<file path="src/core/psr_params.svh">
// Timing constants for the processor supervisor and reset controller.
`ifndef PSR_PARAMS_SVH
`define PSR_PARAMS_SVH

// ----------------------------------------
// Clock rate
// ----------------------------------------
`define PSR_CLK_HZ 100000000

// ----------------------------------------
// Times in their own units, plus the early-warning sample count
// ----------------------------------------
`define PSR_POR_HOLD_MS 100
`define PSR_RST_HOLD_MS 25
`define PSR_WDOG_MS 400
`define PSR_DEBOUNCE_MS 10
`define PSR_NMI_PULSE_US 200
`define PSR_SAMPLE_US 33
`define PSR_EW_SAMPLES 3

// ----------------------------------------
// Derived cycle counts
// ----------------------------------------
`define PSR_POR_HOLD_CYC (`PSR_POR_HOLD_MS * (`PSR_CLK_HZ / 1000))
`define PSR_RST_HOLD_CYC (`PSR_RST_HOLD_MS * (`PSR_CLK_HZ / 1000))
`define PSR_WDOG_CYC (`PSR_WDOG_MS * (`PSR_CLK_HZ / 1000))
`define PSR_DEBOUNCE_CYC (`PSR_DEBOUNCE_MS * (`PSR_CLK_HZ / 1000))
`define PSR_NMI_PULSE_CYC (`PSR_NMI_PULSE_US * (`PSR_CLK_HZ / 1000000))
`define PSR_SAMPLE_CYC (`PSR_SAMPLE_US * (`PSR_CLK_HZ / 1000000))

`endif

</file>
<file path="src/core/psr_pkg.sv">
// Types shared by the supervisor and reset controller modules.
package psr_pkg;

	typedef enum logic [3:0] {
		PSR_S_OFF  = 4'b0001,
		PSR_S_HOLD = 4'b0010,
		PSR_S_RUN  = 4'b0100,
		PSR_S_BTN  = 4'b1000
	} psr_state_t;

	typedef struct packed {
		psr_state_t fsm;
		logic [31:0] wd_cnt;
		logic [31:0] deb_cnt;
		logic [31:0] smp_cnt;
		logic [1:0] low_cnt;
		logic btn_db;
		logic strobe_prev;
		logic sup_prev;
		logic nmi_done;
		logic rst;
		logic rst_n;
		logic pf;
		logic pf_n;
		logic sram_n;
		logic nmi_n;
		logic sleep;
	} psr_main_t;

endpackage

</file>
<file path="src/core/psr_tmr_if.sv">
// Load and busy handshake between the controller and a countdown timer.
`timescale 1ns/1ps
interface psr_tmr_if;
	logic load;
	logic [31:0] count;
	logic busy;
	modport ctl (output load, output count, input busy);
	modport tmr (input load, input count, output busy);
endinterface

</file>
<file path="src/core/psr_sync.sv">
// Two-stage synchroniser for a group of asynchronous inputs.
`timescale 1ns/1ps
module psr_sync #(
	parameter int W = 1
) (
	// Clock and reset
	input wire logic i_clk_sys,
	input wire logic i_sys_rst,
	// Data
	input wire logic [W-1:0] i_async,
	output logic [W-1:0] o_sync
);
	typedef struct packed {
		logic [W-1:0] s1;
		logic [W-1:0] s2;
	} psr_sync_st_t;

	psr_sync_st_t q_r;
	psr_sync_st_t q_nxt;

	// ----------------------------------------
	// Per-bit stages
	// ----------------------------------------
	genvar gi;
	generate
		for (gi = 0; gi < W; gi++) begin : g_bit
			always_comb begin
				q_nxt.s1[gi] = i_async[gi];
				q_nxt.s2[gi] = q_r.s1[gi];
			end
		end
	endgenerate

	always_ff @(posedge i_clk_sys or posedge i_sys_rst) begin
		if (i_sys_rst) begin
			q_r <= '0;
		end else begin
			q_r <= q_nxt;
		end
	end

	assign o_sync = q_r.s2;
endmodule

</file>
<file path="src/core/psr_timer.sv">
// Countdown timer that stays busy for a loaded number of cycles.
`timescale 1ns/1ps
module psr_timer (
	// Clock and reset
	input wire logic i_clk_sys,
	input wire logic i_sys_rst,
	// Control
	psr_tmr_if.tmr tif
);
	typedef struct packed {
		logic [31:0] cnt;
	} psr_tmr_st_t;

	psr_tmr_st_t q_r;
	psr_tmr_st_t q_nxt;

	always_comb begin
		q_nxt = q_r;
		if (tif.load) begin
			q_nxt.cnt = tif.count;
		end else if (q_r.cnt != 32'h0) begin
			q_nxt.cnt = q_r.cnt - 32'h1;
		end
	end

	always_ff @(posedge i_clk_sys or posedge i_sys_rst) begin
		if (i_sys_rst) begin
			q_r <= '0;
		end else begin
			q_r <= q_nxt;
		end
	end

	// Busy comes from the counter alone, so a caller may test it while deciding to load without a loop.
	assign tif.busy = (q_r.cnt != 32'h0);

	property p_tmr_load;
		@(posedge i_clk_sys) disable iff (i_sys_rst)
		tif.load |=> (q_r.cnt == $past(tif.count));
	endproperty
	a_tmr_load: assert property (p_tmr_load) else $error("timer did not take its load value"); // RL21
endmodule

</file>
<file path="src/core/psr_supervisor.sv">
// Supervisor: supply reset, watchdog, pushbutton, early-warning interrupt and SRAM guard.
//
// Contract
// RL1 - Supply failure drives both reset outputs active.
// RL2 - Hold reset after supply returns, long enough.
// RL3 - Supply failure drives both power-fail outputs active.
// RL4 - Supply failure blocks the SRAM chip enable.
// RL5 - Power-fail high and low outputs agree.
// RL6 - Reset high and low outputs always agree.
// RL7 - Mode input selects CMOS or NMOS behaviour.
// RL8 - CMOS mode: no reset on power-down.
// RL9 - CMOS mode: pulsed interrupt warns of loss.
// RL10 - CMOS mode: still give power-on reset.
// RL11 - NMOS mode: notify, then reset while supply lost. The code starts the interrupt and the reset in the same cycle.
// RL12 - NMOS mode: reset until supply reaches trip.
// RL13 - Early-warning input raises the interrupt.
// RL14 - Debounced button press drives reset active.
// RL15 - Watchdog expiry drives reset active.
// RL16 - Strobe falling edge restarts the watchdog.
// RL17 - Sleep control enters and leaves low power.
// RL18 - Watchdog period, start point, expiry reset length.
// RL19 - Button reset lasts past release.
// RL20 - Three low samples; interrupt pulse length.
// RL21 - Timebase counts; inputs synchronised first.
`timescale 1ns/1ps
`include "psr_params.svh"
module psr_supervisor import psr_pkg::*; #(
	parameter int unsigned POR_HOLD_CYC = `PSR_POR_HOLD_CYC,
	parameter int unsigned RST_HOLD_CYC = `PSR_RST_HOLD_CYC,
	parameter int unsigned WDOG_CYC = `PSR_WDOG_CYC,
	parameter int unsigned DEBOUNCE_CYC = `PSR_DEBOUNCE_CYC,
	parameter int unsigned NMI_PULSE_CYC = `PSR_NMI_PULSE_CYC
) (
	// Clock and reset
	input wire logic i_clk_sys,
	input wire logic i_sys_rst,
	// Comparator results
	input wire logic i_supply_ok,
	input wire logic i_early_warn_low,
	// Configuration and processor pins
	input wire logic i_reset_mode_sel,
	input wire logic i_watchdog_strobe_n,
	input wire logic i_button_reset_in_n,
	input wire logic i_sleep_wake_ctrl_n,
	input wire logic i_sram_enable_in_n,
	// Reset and power-fail outputs
	output logic o_rst,
	output logic o_rst_n,
	output logic o_power_fail_out,
	output logic o_power_fail_out_n,
	// Memory guard, interrupt, sleep
	output logic o_sram_enable_out_n,
	output logic o_nmi_n,
	output logic o_sleep_mode
);
	localparam logic [31:0] SAMPLE_CYC = 32'(`PSR_SAMPLE_CYC);
	localparam logic [1:0] EW_LAST = 2'(`PSR_EW_SAMPLES - 1);

	// ----------------------------------------
	// Input synchronisation
	// ----------------------------------------
	logic [6:0] sync_v;
	logic sup_ok;
	logic ew_low;
	logic mode_cmos;
	logic strobe_n;
	logic button_n;
	logic sleep_req;
	logic sram_in_n;

	// RL21 synchronise all pins
	psr_sync #(.W(7)) u_sync (
		.i_clk_sys(i_clk_sys),
		.i_sys_rst(i_sys_rst),
		.i_async({i_supply_ok, i_early_warn_low, i_reset_mode_sel, i_watchdog_strobe_n,
			i_button_reset_in_n, ~i_sleep_wake_ctrl_n, i_sram_enable_in_n}),
		.o_sync(sync_v)
	);

	assign sup_ok = sync_v[6];
	assign ew_low = sync_v[5];
	assign mode_cmos = sync_v[4];
	assign strobe_n = sync_v[3];
	assign button_n = sync_v[2];
	assign sleep_req = sync_v[1];
	assign sram_in_n = sync_v[0];

	// ----------------------------------------
	// Timers
	// ----------------------------------------
	psr_tmr_if hold_if ();
	psr_tmr_if nmi_if ();

	psr_timer u_hold_tmr (
		.i_clk_sys(i_clk_sys),
		.i_sys_rst(i_sys_rst),
		.tif(hold_if.tmr)
	);

	psr_timer u_nmi_tmr (
		.i_clk_sys(i_clk_sys),
		.i_sys_rst(i_sys_rst),
		.tif(nmi_if.tmr)
	);

	// ----------------------------------------
	// State
	// ----------------------------------------
	psr_main_t q_r;
	psr_main_t q_nxt;
	logic hold_load;
	logic [31:0] hold_count;
	logic nmi_load;
	logic strobe_fall;
	logic tick;
	logic wd_off;
	logic btn_off;
	logic wd_expire;

	assign hold_if.load = hold_load;
	assign hold_if.count = hold_count;
	assign nmi_if.load = nmi_load;
	assign nmi_if.count = 32'(NMI_PULSE_CYC);

	always_comb begin
		q_nxt = q_r;
		hold_load = 1'b0;
		hold_count = 32'(RST_HOLD_CYC);
		nmi_load = 1'b0;
		wd_expire = 1'b0;
		q_nxt.strobe_prev = strobe_n;
		q_nxt.sup_prev = sup_ok;
		strobe_fall = q_r.strobe_prev & ~strobe_n;
		// RL7 mode decoded from static input
		wd_off = mode_cmos & ew_low;
		btn_off = mode_cmos & ew_low;

		// RL17 sleep follows the control input
		q_nxt.sleep = sleep_req;

		// RL14 debounce the pushbutton level
		if ((~button_n) != q_r.btn_db && !btn_off) begin
			if (q_r.deb_cnt >= 32'(DEBOUNCE_CYC) - 32'h1) begin
				q_nxt.btn_db = ~button_n;
				q_nxt.deb_cnt = 32'h0;
			end else begin
				q_nxt.deb_cnt = q_r.deb_cnt + 32'h1;
			end
		end else begin
			q_nxt.deb_cnt = 32'h0;
		end
		if (btn_off) begin
			q_nxt.btn_db = 1'b0;
		end

		// RL20 periodic early-warning sampling
		tick = (q_r.smp_cnt == SAMPLE_CYC - 32'h1);
		q_nxt.smp_cnt = tick ? 32'h0 : q_r.smp_cnt + 32'h1;
		if (q_r.sleep) begin
			q_nxt.smp_cnt = 32'h0;
			tick = 1'b0;
		end
		if (tick) begin
			if (!ew_low) begin
				q_nxt.low_cnt = 2'h0;
			end else if (q_r.low_cnt != EW_LAST) begin
				q_nxt.low_cnt = q_r.low_cnt + 2'h1;
			end
		end
		if (!ew_low) begin
			q_nxt.nmi_done = 1'b0;
		end

		// RL13 early warning fires the interrupt after the third low sample
		if (tick && ew_low && q_r.low_cnt == EW_LAST && sup_ok && !q_r.nmi_done) begin
			nmi_load = 1'b1;
			q_nxt.nmi_done = 1'b1;
		end
		// Strobing while below the warning level echoes an interrupt back.
		if (strobe_fall && ew_low && sup_ok && !nmi_if.busy) begin
			nmi_load = 1'b1;
		end
		// RL11 notify the processor as the supply fails in NMOS mode
		if (q_r.sup_prev && !sup_ok && !mode_cmos && !nmi_if.busy) begin
			nmi_load = 1'b1;
		end

		// RL16 watchdog counts only while running and restarts on a strobe edge
		if (q_r.fsm == PSR_S_RUN && !wd_off && !q_r.sleep) begin
			if (strobe_fall) begin
				q_nxt.wd_cnt = 32'h0;
			end else if (q_r.wd_cnt >= 32'(WDOG_CYC) - 32'h1) begin
				wd_expire = 1'b1;
				q_nxt.wd_cnt = 32'h0;
			end else begin
				q_nxt.wd_cnt = q_r.wd_cnt + 32'h1;
			end
		end else begin
			q_nxt.wd_cnt = 32'h0;
		end

		unique case (q_r.fsm)
			PSR_S_OFF: begin
				// RL12 leave only once the supply is back at trip level
				if (sup_ok) begin
					// RL2 power-on hold
					// RL10 also in CMOS mode
					hold_load = 1'b1;
					hold_count = 32'(POR_HOLD_CYC);
					q_nxt.fsm = PSR_S_HOLD;
				end
			end
			PSR_S_HOLD: begin
				if (!hold_if.busy) begin
					q_nxt.fsm = PSR_S_RUN;
				end
			end
			PSR_S_RUN: begin
				if (q_r.btn_db) begin
					q_nxt.fsm = PSR_S_BTN;
				end else if (wd_expire) begin
					// RL15 expiry forces reset
					// RL18 expiry reset length
					hold_load = 1'b1;
					q_nxt.fsm = PSR_S_HOLD;
				end
			end
			PSR_S_BTN: begin
				// RL19 hold timed from release
				if (!q_r.btn_db) begin
					hold_load = 1'b1;
					q_nxt.fsm = PSR_S_HOLD;
				end
			end
		endcase
		if (!sup_ok) begin
			q_nxt.fsm = PSR_S_OFF;
			hold_load = 1'b0;
		end

		// RL1 reset whenever not running, except the CMOS power-down case
		// RL8 CMOS mode keeps reset off during supply loss
		q_nxt.rst = (q_nxt.fsm != PSR_S_RUN) && !(q_nxt.fsm == PSR_S_OFF && mode_cmos);
		q_nxt.rst_n = ~q_nxt.rst;
		// RL3 power-fail follows the supply comparator
		q_nxt.pf = ~sup_ok;
		q_nxt.pf_n = ~q_nxt.pf;
		// RL4 unconditional SRAM write protection
		q_nxt.sram_n = ~sup_ok | sram_in_n;
		// RL9 interrupt pulse while its timer runs
		q_nxt.nmi_n = ~(nmi_load | nmi_if.busy);
	end

	always_ff @(posedge i_clk_sys or posedge i_sys_rst) begin
		if (i_sys_rst) begin
			q_r <= '{fsm: PSR_S_OFF, rst: 1'b1, pf: 1'b1, sram_n: 1'b1, nmi_n: 1'b1, default: '0};
		end else begin
			q_r <= q_nxt;
		end
	end

	// ----------------------------------------
	// Outputs
	// ----------------------------------------
	// RL6 complementary resets from paired flops
	assign o_rst = q_r.rst;
	assign o_rst_n = q_r.rst_n;
	// RL5 complementary power-fail from paired flops
	assign o_power_fail_out = q_r.pf;
	assign o_power_fail_out_n = q_r.pf_n;
	assign o_sram_enable_out_n = q_r.sram_n;
	assign o_nmi_n = q_r.nmi_n;
	assign o_sleep_mode = q_r.sleep;

	// ----------------------------------------
	// Assertions
	// ----------------------------------------
	property p_rst_fail;
		@(posedge i_clk_sys) disable iff (i_sys_rst)
		(!sup_ok && !mode_cmos) |=> o_rst;
	endproperty
	a_rst_fail: assert property (p_rst_fail) else $error("reset not active on supply failure"); // RL1

	property p_por_hold;
		@(posedge i_clk_sys) disable iff (i_sys_rst)
		(q_r.fsm == PSR_S_OFF && sup_ok) |=> (o_rst && !o_rst_n) [*8];
	endproperty
	a_por_hold: assert property (p_por_hold) else $error("power-on reset released too early"); // RL2

	property p_pf;
		@(posedge i_clk_sys) disable iff (i_sys_rst)
		!sup_ok |=> (o_power_fail_out && !o_power_fail_out_n);
	endproperty
	a_pf: assert property (p_pf) else $error("power-fail outputs not active"); // RL3

	property p_sram;
		@(posedge i_clk_sys) disable iff (i_sys_rst)
		!sup_ok |=> o_sram_enable_out_n;
	endproperty
	a_sram: assert property (p_sram) else $error("SRAM enable passed during supply failure"); // RL4

	property p_pf_pair;
		@(posedge i_clk_sys) disable iff (i_sys_rst)
		o_power_fail_out != o_power_fail_out_n;
	endproperty
	a_pf_pair: assert property (p_pf_pair) else $error("power-fail outputs disagree"); // RL5

	property p_rst_pair;
		@(posedge i_clk_sys) disable iff (i_sys_rst)
		o_rst != o_rst_n;
	endproperty
	a_rst_pair: assert property (p_rst_pair) else $error("reset outputs disagree"); // RL6

	property p_cmos_down;
		@(posedge i_clk_sys) disable iff (i_sys_rst)
		(!sup_ok && mode_cmos) |=> !o_rst;
	endproperty
	a_cmos_down: assert property (p_cmos_down) else $error("reset asserted on CMOS power-down"); // RL8

	property p_nmi_pulse;
		@(posedge i_clk_sys) disable iff (i_sys_rst)
		nmi_load |=> !o_nmi_n [*8];
	endproperty
	a_nmi_pulse: assert property (p_nmi_pulse) else $error("interrupt pulse too short"); // RL13

	property p_wd_restart;
		@(posedge i_clk_sys) disable iff (i_sys_rst)
		(strobe_fall && q_r.fsm == PSR_S_RUN) |=> (q_r.wd_cnt == 32'h0);
	endproperty
	a_wd_restart: assert property (p_wd_restart) else $error("strobe edge did not restart watchdog"); // RL16

	property p_wd_reset;
		@(posedge i_clk_sys) disable iff (i_sys_rst)
		(wd_expire && sup_ok) |=> o_rst;
	endproperty
	a_wd_reset: assert property (p_wd_reset) else $error("watchdog expiry gave no reset"); // RL15

	property p_sleep;
		@(posedge i_clk_sys) disable iff (i_sys_rst)
		$rose(sleep_req) |=> o_sleep_mode;
	endproperty
	a_sleep: assert property (p_sleep) else $error("sleep mode not entered"); // RL17

	property p_ew_three;
		@(posedge i_clk_sys) disable iff (i_sys_rst)
		(tick && q_r.low_cnt != EW_LAST && !strobe_fall && !(q_r.sup_prev && !sup_ok && !mode_cmos)) |-> !nmi_load;
	endproperty
	a_ew_three: assert property (p_ew_three) else $error("interrupt fired before the third low sample"); // RL20
endmodule

</file>
<file path="config.mk">
export PLATFORM = sky130hd
export DESIGN_NAME = psr_supervisor
export DESIGN_NICKNAME = d
export VERILOG_FILES = /design/src/core/psr_pkg.sv /design/src/core/psr_tmr_if.sv /design/src/core/psr_sync.sv /design/src/core/psr_timer.sv /design/src/core/psr_supervisor.sv
export VERILOG_INCLUDE_DIRS = /design/src /design/src/core
export SDC_FILE = /design/constraint.sdc
export NUM_CORES = 1
export LEC_CHECK = 0
export BUFFER_PORTS_ARGS = -buffer_cell sky130_fd_sc_hd__buf_2
export CAP_MARGIN = 20
export CORE_ASPECT_RATIO = 1.25
export CORE_MARGIN = 3
export CORE_UTILIZATION = 45
export DETAILED_ROUTE_END_ITERATION = 12
export SETUP_SLACK_MARGIN = 0.2
export SYNTH_ARGS = -nofsm -noshare
export SYNTH_HDL_FRONTEND = slang
export SYNTH_SLANG_ARGS = --single-unit
</file>
<file path="constraint.sdc">
create_clock -name i_clk_sys -period 13.4 [get_ports i_clk_sys]
set_input_delay 2.01 -clock i_clk_sys [delete_from_list [all_inputs] [get_ports i_clk_sys]]
set_output_delay 2.01 -clock i_clk_sys [all_outputs]
set_load 0.1 [all_outputs]
</file>
==> summary.txt, run 1 <==
final instance area: 0.0101 sq mm
#FFs+latches synth: 190
Area Growth Syn to Fin: 11.2%
Max Slew Vio Count: 0
postcts setup bufs: 0
synth warn: 0
Hold Path Class: reg -> reg
IO Port Bufs: 15
Finish-stage setup viols: 0
met2 Resource Use GR: 0.287
static leakage: 0.00403 uW
Die X: 133 um
CTS root buffer: clkbuf_16
vias per cell: 5.47
vias in the first global route: 6484
minimum clock period: 3410 ps
placed insts: 1171
Clock Latency Late Sink: 440 ps
TritonCTS clock tree: done
drt total wl: 17800 um
starting density of the core: 0.462
Yosys cell types: 65
CTS Buf Count: 17
worst-path maximum fanout: 1
Async SR Flop Fraction: 1.00
die height: 165 um
worst path bufs/invs: 1
H-Tree Depth: 4
critical-path cell list: buf_2
post-cts resize count: 0
first-pass GRT wire length: 30900 um
Worst-path clk slew: 70 ps
Worst path max stage delay: 540 ps
Final TNS setup: 0 ps
Final period util: 0.254
status: completed
fin worst setup slack: 9990 ps
multiplexer area fraction after synthesis: 0.00704
Ant. Diodes: 0
M3 GR Usage: 0.0335
Iter 0 DRT Violations: 317
DRC Markers: 0
flop-to-flop setup slack: 10260 ps
fin nets: 941
Max-Slew Margin vs Limit: 0.334
delay-heaviest family, CP: flip-flops
Setup Crit Path Kind: reg -> out
Worst Tran Pin Value: 996 ps
die area: 0.0219 sq mm
Pre-antenna DRT Iters: 4
post-synthesis compound-gate area fraction: 0.0938
Post-Place Setup Slack: 9630 ps
Core Region: 0.0196 sq mm
CTS max path bufs: 2
CP max stage cell: dfstp_2
Antenna Nets Post-Route: 0
met1 Use GR: 0.224
Setup crit end kind: primary output
top_reg_cell synth: dfrtp_1
share of cells above drive strength 1: 0.0970
adder-cell share of the synthesized area: 0.00966
largest net degree at the start of global routing: 114
number of antenna violations at the first check in global routing: 0
final hold violation count: 0
syn avg cell area: 10.1 sq um
Area after DPL: 0.00948 sq mm
CP Launch Type: flip-flop
Post-synth EDFFs: 0
hold_buf cts: 0
Data arrival, critical path: 1400 ps
HPWL after DPL: 11600 um
Post-Syn Area: 0.00907 sq mm
simple logic cell fraction of the synthesized area: 0.248
# IOs: 16
most used routing layer: met2
Vias: 6581
pwr dens: 133 mW/mm^2
Synth Instances: 898
largest family of logic cells by synthesized area: simple AND/OR/NAND/NOR gates
hold_ws: 349 ps
WL/cell: 14.8 um
max_cap viols: 0
Tot GR Track Use: 0.171
Sink Count: 190
non-filler instance count after layout: 1203
Rows: 57
Final GP Congestion: 0.846
XOR/XNOR Fraction of Synth Area: 0.0898
Setup Skew: 13.9 ps
VDD IR max: 0.0000915 V
RSZ-0062 raised after global routing: false
achievable frequency: 293 MHz
sequential fraction of the synthesis area: 0.525
GR Overflow Total: 0
Req. time, crit path: 11390 ps
layout filler cell count: 1824
[kinds of logic (layout without fill, tap and decap cells)]
| logic type | Yosys count | count (layout) |
|---|---|---|
| compound gates | 124 | 124 |
| xor+xnor | 93 | 93 |
| fa+ha+maj | 7 | 7 |
| buf+inv | 58 | 81 |
| flops | 190 | 190 |
| mux | 6 | 6 |
| other cells | 1 | 18 |
| simple gates | 419 | 419 |
[cell usage after synthesis, types with 13 or more instances]
cell | n | area share
a211oi_1 | 16 | 0.013
a21oi_1 | 29 | 0.016
and3_1 | 13 | 0.0090
clkbuf_1 | 21 | 0.0087
dfrtp_1 | 185 | 0.51
inv_1 | 26 | 0.011
nand2_1 | 40 | 0.017
nand3_1 | 40 | 0.022
nand4_1 | 26 | 0.018
nor2_1 | 126 | 0.052
nor3_1 | 34 | 0.019
nor4_1 | 31 | 0.021
o21ai_0 | 25 | 0.014
o31ai_1 | 15 | 0.012
or3_1 | 25 | 0.017
or4_1 | 29 | 0.024
xnor2_1 | 56 | 0.054
xor2_1 | 37 | 0.036
[power by group]
group | switching, uW | total [uW] | internal [uW]
registers | 45.5 | 663 | 617
clock network | 242 | 514 | 272
logic | 97.9 | 160 | 61.8
total | 385 | 1340 | 951
[layout by cell type, fill, tap and decap left out, types with 4 or more instances in the layout]
| cell type | synthesis | routed |
|---|---|---|
| a211oi_1 | 16 | 16 |
| a21oi_1 | 29 | 29 |
| a311oi_1 | 4 | 4 |
| a31oi_1 | 7 | 6 |
| and3_1 | 13 | 13 |
| and4_1 | 11 | 11 |
| buf_2 | 7 | 15 |
| buf_4 | 0 | 8 |
| clkbuf_16 | 0 | 17 |
| conb_1 | 1 | 18 |
| dfrtp_1 | 185 | 185 |
| dfstp_2 | 5 | 5 |
| ha_1 | 7 | 7 |
| inv_1 | 26 | 25 |
| inv_6 | 0 | 5 |
| inv_8 | 0 | 4 |
| nand2_1 | 40 | 40 |
| nand2b_1 | 4 | 4 |
| nand3_1 | 40 | 40 |
| nand3b_1 | 4 | 4 |
| nand4_1 | 26 | 26 |
| nor2_1 | 126 | 126 |
| nor2b_1 | 5 | 5 |
| nor3_1 | 34 | 34 |
| nor4_1 | 31 | 30 |
| o211ai_1 | 4 | 4 |
| o21ai_0 | 25 | 25 |
| o31ai_1 | 15 | 15 |
| o41ai_1 | 4 | 4 |
| or2_2 | 11 | 11 |
| or3_1 | 25 | 25 |
| or4_1 | 29 | 29 |
| xnor2_1 | 56 | 56 |
| xor2_1 | 37 | 37 |
[stage by stage]
stage,power (uW),util
finish,1340,0.514
global route,1400,0.514
global placement,828,0.483
floorplan,792,-
CTS,1350,0.514
detailed placement,833,0.483
[area by class of cell]
class,instances,area (sq um),share of cell area
clock buffers,18,439,0.0435
clock inverters,14,166,0.0165
inverters,26,105,0.0104
multi-input cells,667,4150,0.411
flip-flops and latches,190,4760,0.472
well taps,265,332,0.0329
repair buffers,23,135,0.0134
[per-layer routing]
layer / routed length, um / vias to the layer above
met5: 0 / -
met4: 228 / 0
met3: 441 / 17
met2: 8700 / 73
met1: 8380 / 3206
li1: - / 3285
[path summary, 6_finish.rpt]
kind / start / to / depth (start not counted)
worst max-delay path: o_sram_enable_out_n / o_sram_enable_out_n / 1
worst min-delay path: u_sync.o_sync[1] / o_sleep_mode / 0
worst max register to register: u_nmi_tmr.q_r[3] / u_nmi_tmr.q_r[24] / 5
worst min register to register: u_sync.o_sync[1] / o_sleep_mode / 0
max in group asynchronous: i_sys_rst / u_nmi_tmr.q_r[21] / 3
min in group asynchronous: i_sys_rst / u_sync.o_sync[0] / 2
[sequential cells by signal, summed over array words and instances, names as in the netlist, 7 cells and up]
name / flops
u_nmi_tmr.q_r: 32
u_hold_tmr.q_r: 32
u_sync.o_sync: 7
u_sync.q_nxt: 7
q_r: 105
[worst register-to-register path, delay by kind of cell, from the launching register on]
family / cells / cell delay, ps
and+or+nand+nor: 4 / 1880
DFF: 1 / 450
AOI/OAI and AO/OA: 1 / 670
(Power assumes the default switching activity.)
==> run 2: changes to the inputs <==
- clock period: 13.4 -> 3.3 ns (I/O delays scaled with it)
==> summary.txt, run 2 (synthesized netlist as in run 1, its figures left out) <==
status: completed
vias in the first global route: 6467 (-0.26%)
number of antenna violations at the first check in global routing: 0 (unchanged)
commonest non-fill, non-tap cell in the layout: dfrtp_1
Data arrival, critical path: 3190 ps (+1790 ps)
Setup crit end kind: flip-flop
WL/cell: 14.7 um (-0.42%)
Finish-stage setup viols: 0 (unchanged)
delay-heaviest family, CP: simple AND/OR/NAND/NOR gates
H-Tree Depth: 4 (unchanged)
achievable frequency: 342 MHz
fin nets: 958 (+1.8%)
Vias: 6640 (+0.90%)
minimum clock period: 2920 ps
layout filler cell count: 1782 (-2.3%)
die height: 165 um (unchanged)
Pwr Total: 5500 uW (+310%)
CP Launch Type: flip-flop
Max Slew Vio Count: 0 (unchanged)
max reg flops: 105 (unchanged)
Antenna Nets Post-Route: 0 (unchanged)
most frequent cells in the layout: dfrtp_1, nor2_1, xnor2_1
worst-path maximum fanout: 27 (+26)
Hold Path Class: in -> async
Rows: 57 (unchanged)
CTS Buf Count: 17 (unchanged)
Max-Slew Margin vs Limit: 0.465 (+0.131)
Clock Latency Late Sink: 430 ps (about the same)
CTS max path bufs: 2 (unchanged)
static leakage: 0.00412 uW (+2.3%)
Pre-antenna DRT Iters: 4 (unchanged)
TritonCTS clock tree: done
Worst Tran Pin Value: 794 ps (-202 ps)
biggest regs: q_r (105), u_hold_tmr.q_r (32), u_nmi_tmr.q_r (32)
vias per cell: 5.44 (-0.51%)
Iter 0 DRT Violations: 362 (+14%)
hold_buf cts: 0 (unchanged)
starting density of the core: 0.462 (unchanged)
HPWL after DPL: 12000 um (+3.5%)
first-pass GRT wire length: 31200 um (+0.99%)
critical-path cell list: or4_1 -> or3_1 -> or4_1 -> o22ai_4 -> buf_4 -> a21oi_1
postcts setup bufs: 0 (unchanged)
DRC Markers: 0 (unchanged)
post-cts resize count: 0 (unchanged)
final hold violation count: 0 (unchanged)
Core Region: 0.0196 sq mm (unchanged)
Sink Count: 190 (unchanged)
Crit. path cell count: 6 (+5)
Post-Place Setup Slack: 367 ps (-9260 ps)
Final period util: 0.885
Setup Skew: 15.4 ps (+1.56 ps)
max_cap viols: 0 (unchanged)
Worst path max stage delay: 670 ps (+130 ps)
CP max stage cell: or4_1
hold_ws: 123 ps (-226 ps)
Ant. Diodes: 0 (unchanged)
Setup Crit Path Kind: reg -> reg
GR Overflow Total: 0 (unchanged)
Reg2Reg Depth: 6 (+1)
drt total wl: 17900 um (+0.99%)
# IOs: 16 (unchanged)
pwr dens: 537 mW/mm^2 (+310%)
Final GP Congestion: 0.812 (-4.1%)
Core Util, Final: 0.522 (+0.00785)
Area Growth Syn to Fin: 12.9%
Req. time, crit path: 3570 ps (-7820 ps)
Final TNS setup: 0 ps (unchanged)
VDD IR max: 0.000379 V (+310%)
largest net degree at the start of global routing: 104 (-8.8%)
register bank with the most flops: q_r
CTS root buffer: clkbuf_16
share of cells above drive strength 1: 0.113 (+0.0161)
fin worst setup slack: 380 ps (-9610 ps)
worst path bufs/invs: 1 (unchanged)
Tot GR Track Use: 0.173 (+0.00186)
Die X: 133 um (unchanged)
IO Port Bufs: 15 (unchanged)
RSZ-0062 raised after global routing: false
die area: 0.0219 sq mm (unchanged)
Worst-path clk slew: 70 ps (about the same)
CP most frequent cell: or4_1
## run 2: routing by layer
layer  track usage  routed length [um]
met3        0.0311                 396
met2         0.299                9060
met5             0                   0
met1         0.223                8320
met4        0.0510                 153
## run 2: worst reg2reg max path, stage by stage (launching register included)
cell and delay (ps):
dfrtp_1 400, or4_1 670, or3_1 490, or4_1 580
o22ai_4 230, buf_4 320, a21oi_1 80
## run 2: layout make-up
class	count	area, sq um	area share
Multi-Input combinational cell	667	4150	0.405
Tap cell	265	332	0.0324
Timing Repair Buffer	40	288	0.0281
Sequential cell	190	4760	0.465
Clock inverter	14	171	0.0167
Clock buffer	18	439	0.0429
Inverter	26	101	0.00990
## run 2: power breakdown
| part | total (uW) | switching (uW) | internal, uW |
|---|---|---|---|
| combinational | 685 | 400 | 285 |
| clock | 2120 | 949 | 1170 |
| sequential | 2690 | 188 | 2510 |
| total | 5500 | 1540 | 3960 |
## run 2: path summary, 6_finish.rpt
| path | from | to | slack, ps |
|---|---|---|---|
| max in group asynchronous | i_sys_rst | q_r[109] | 2290 |
| max | u_nmi_tmr.q_r[21] | u_nmi_tmr.q_r[2] | 380 |
| max reg2reg | u_nmi_tmr.q_r[21] | u_nmi_tmr.q_r[2] | 380 |
| min reg2reg | u_sync.o_sync[1] | o_sleep_mode | 350 |
| min | i_sys_rst | q_r[16] | 120 |
| min in group i_clk_sys | i_reset_mode_sel | u_sync.q_nxt[4] | 170 |
## run 2: per-stage QoR
step | instances | area (sq um)
2_1_floorplan | 915 | 9140
3_3_place_gp | 1188 | 9630
3_5_place_dp | 1188 | 9630
4_1_cts | 1220 | 10200
5_1_grt | 1220 | 10200
6_report | 1220 | 10200
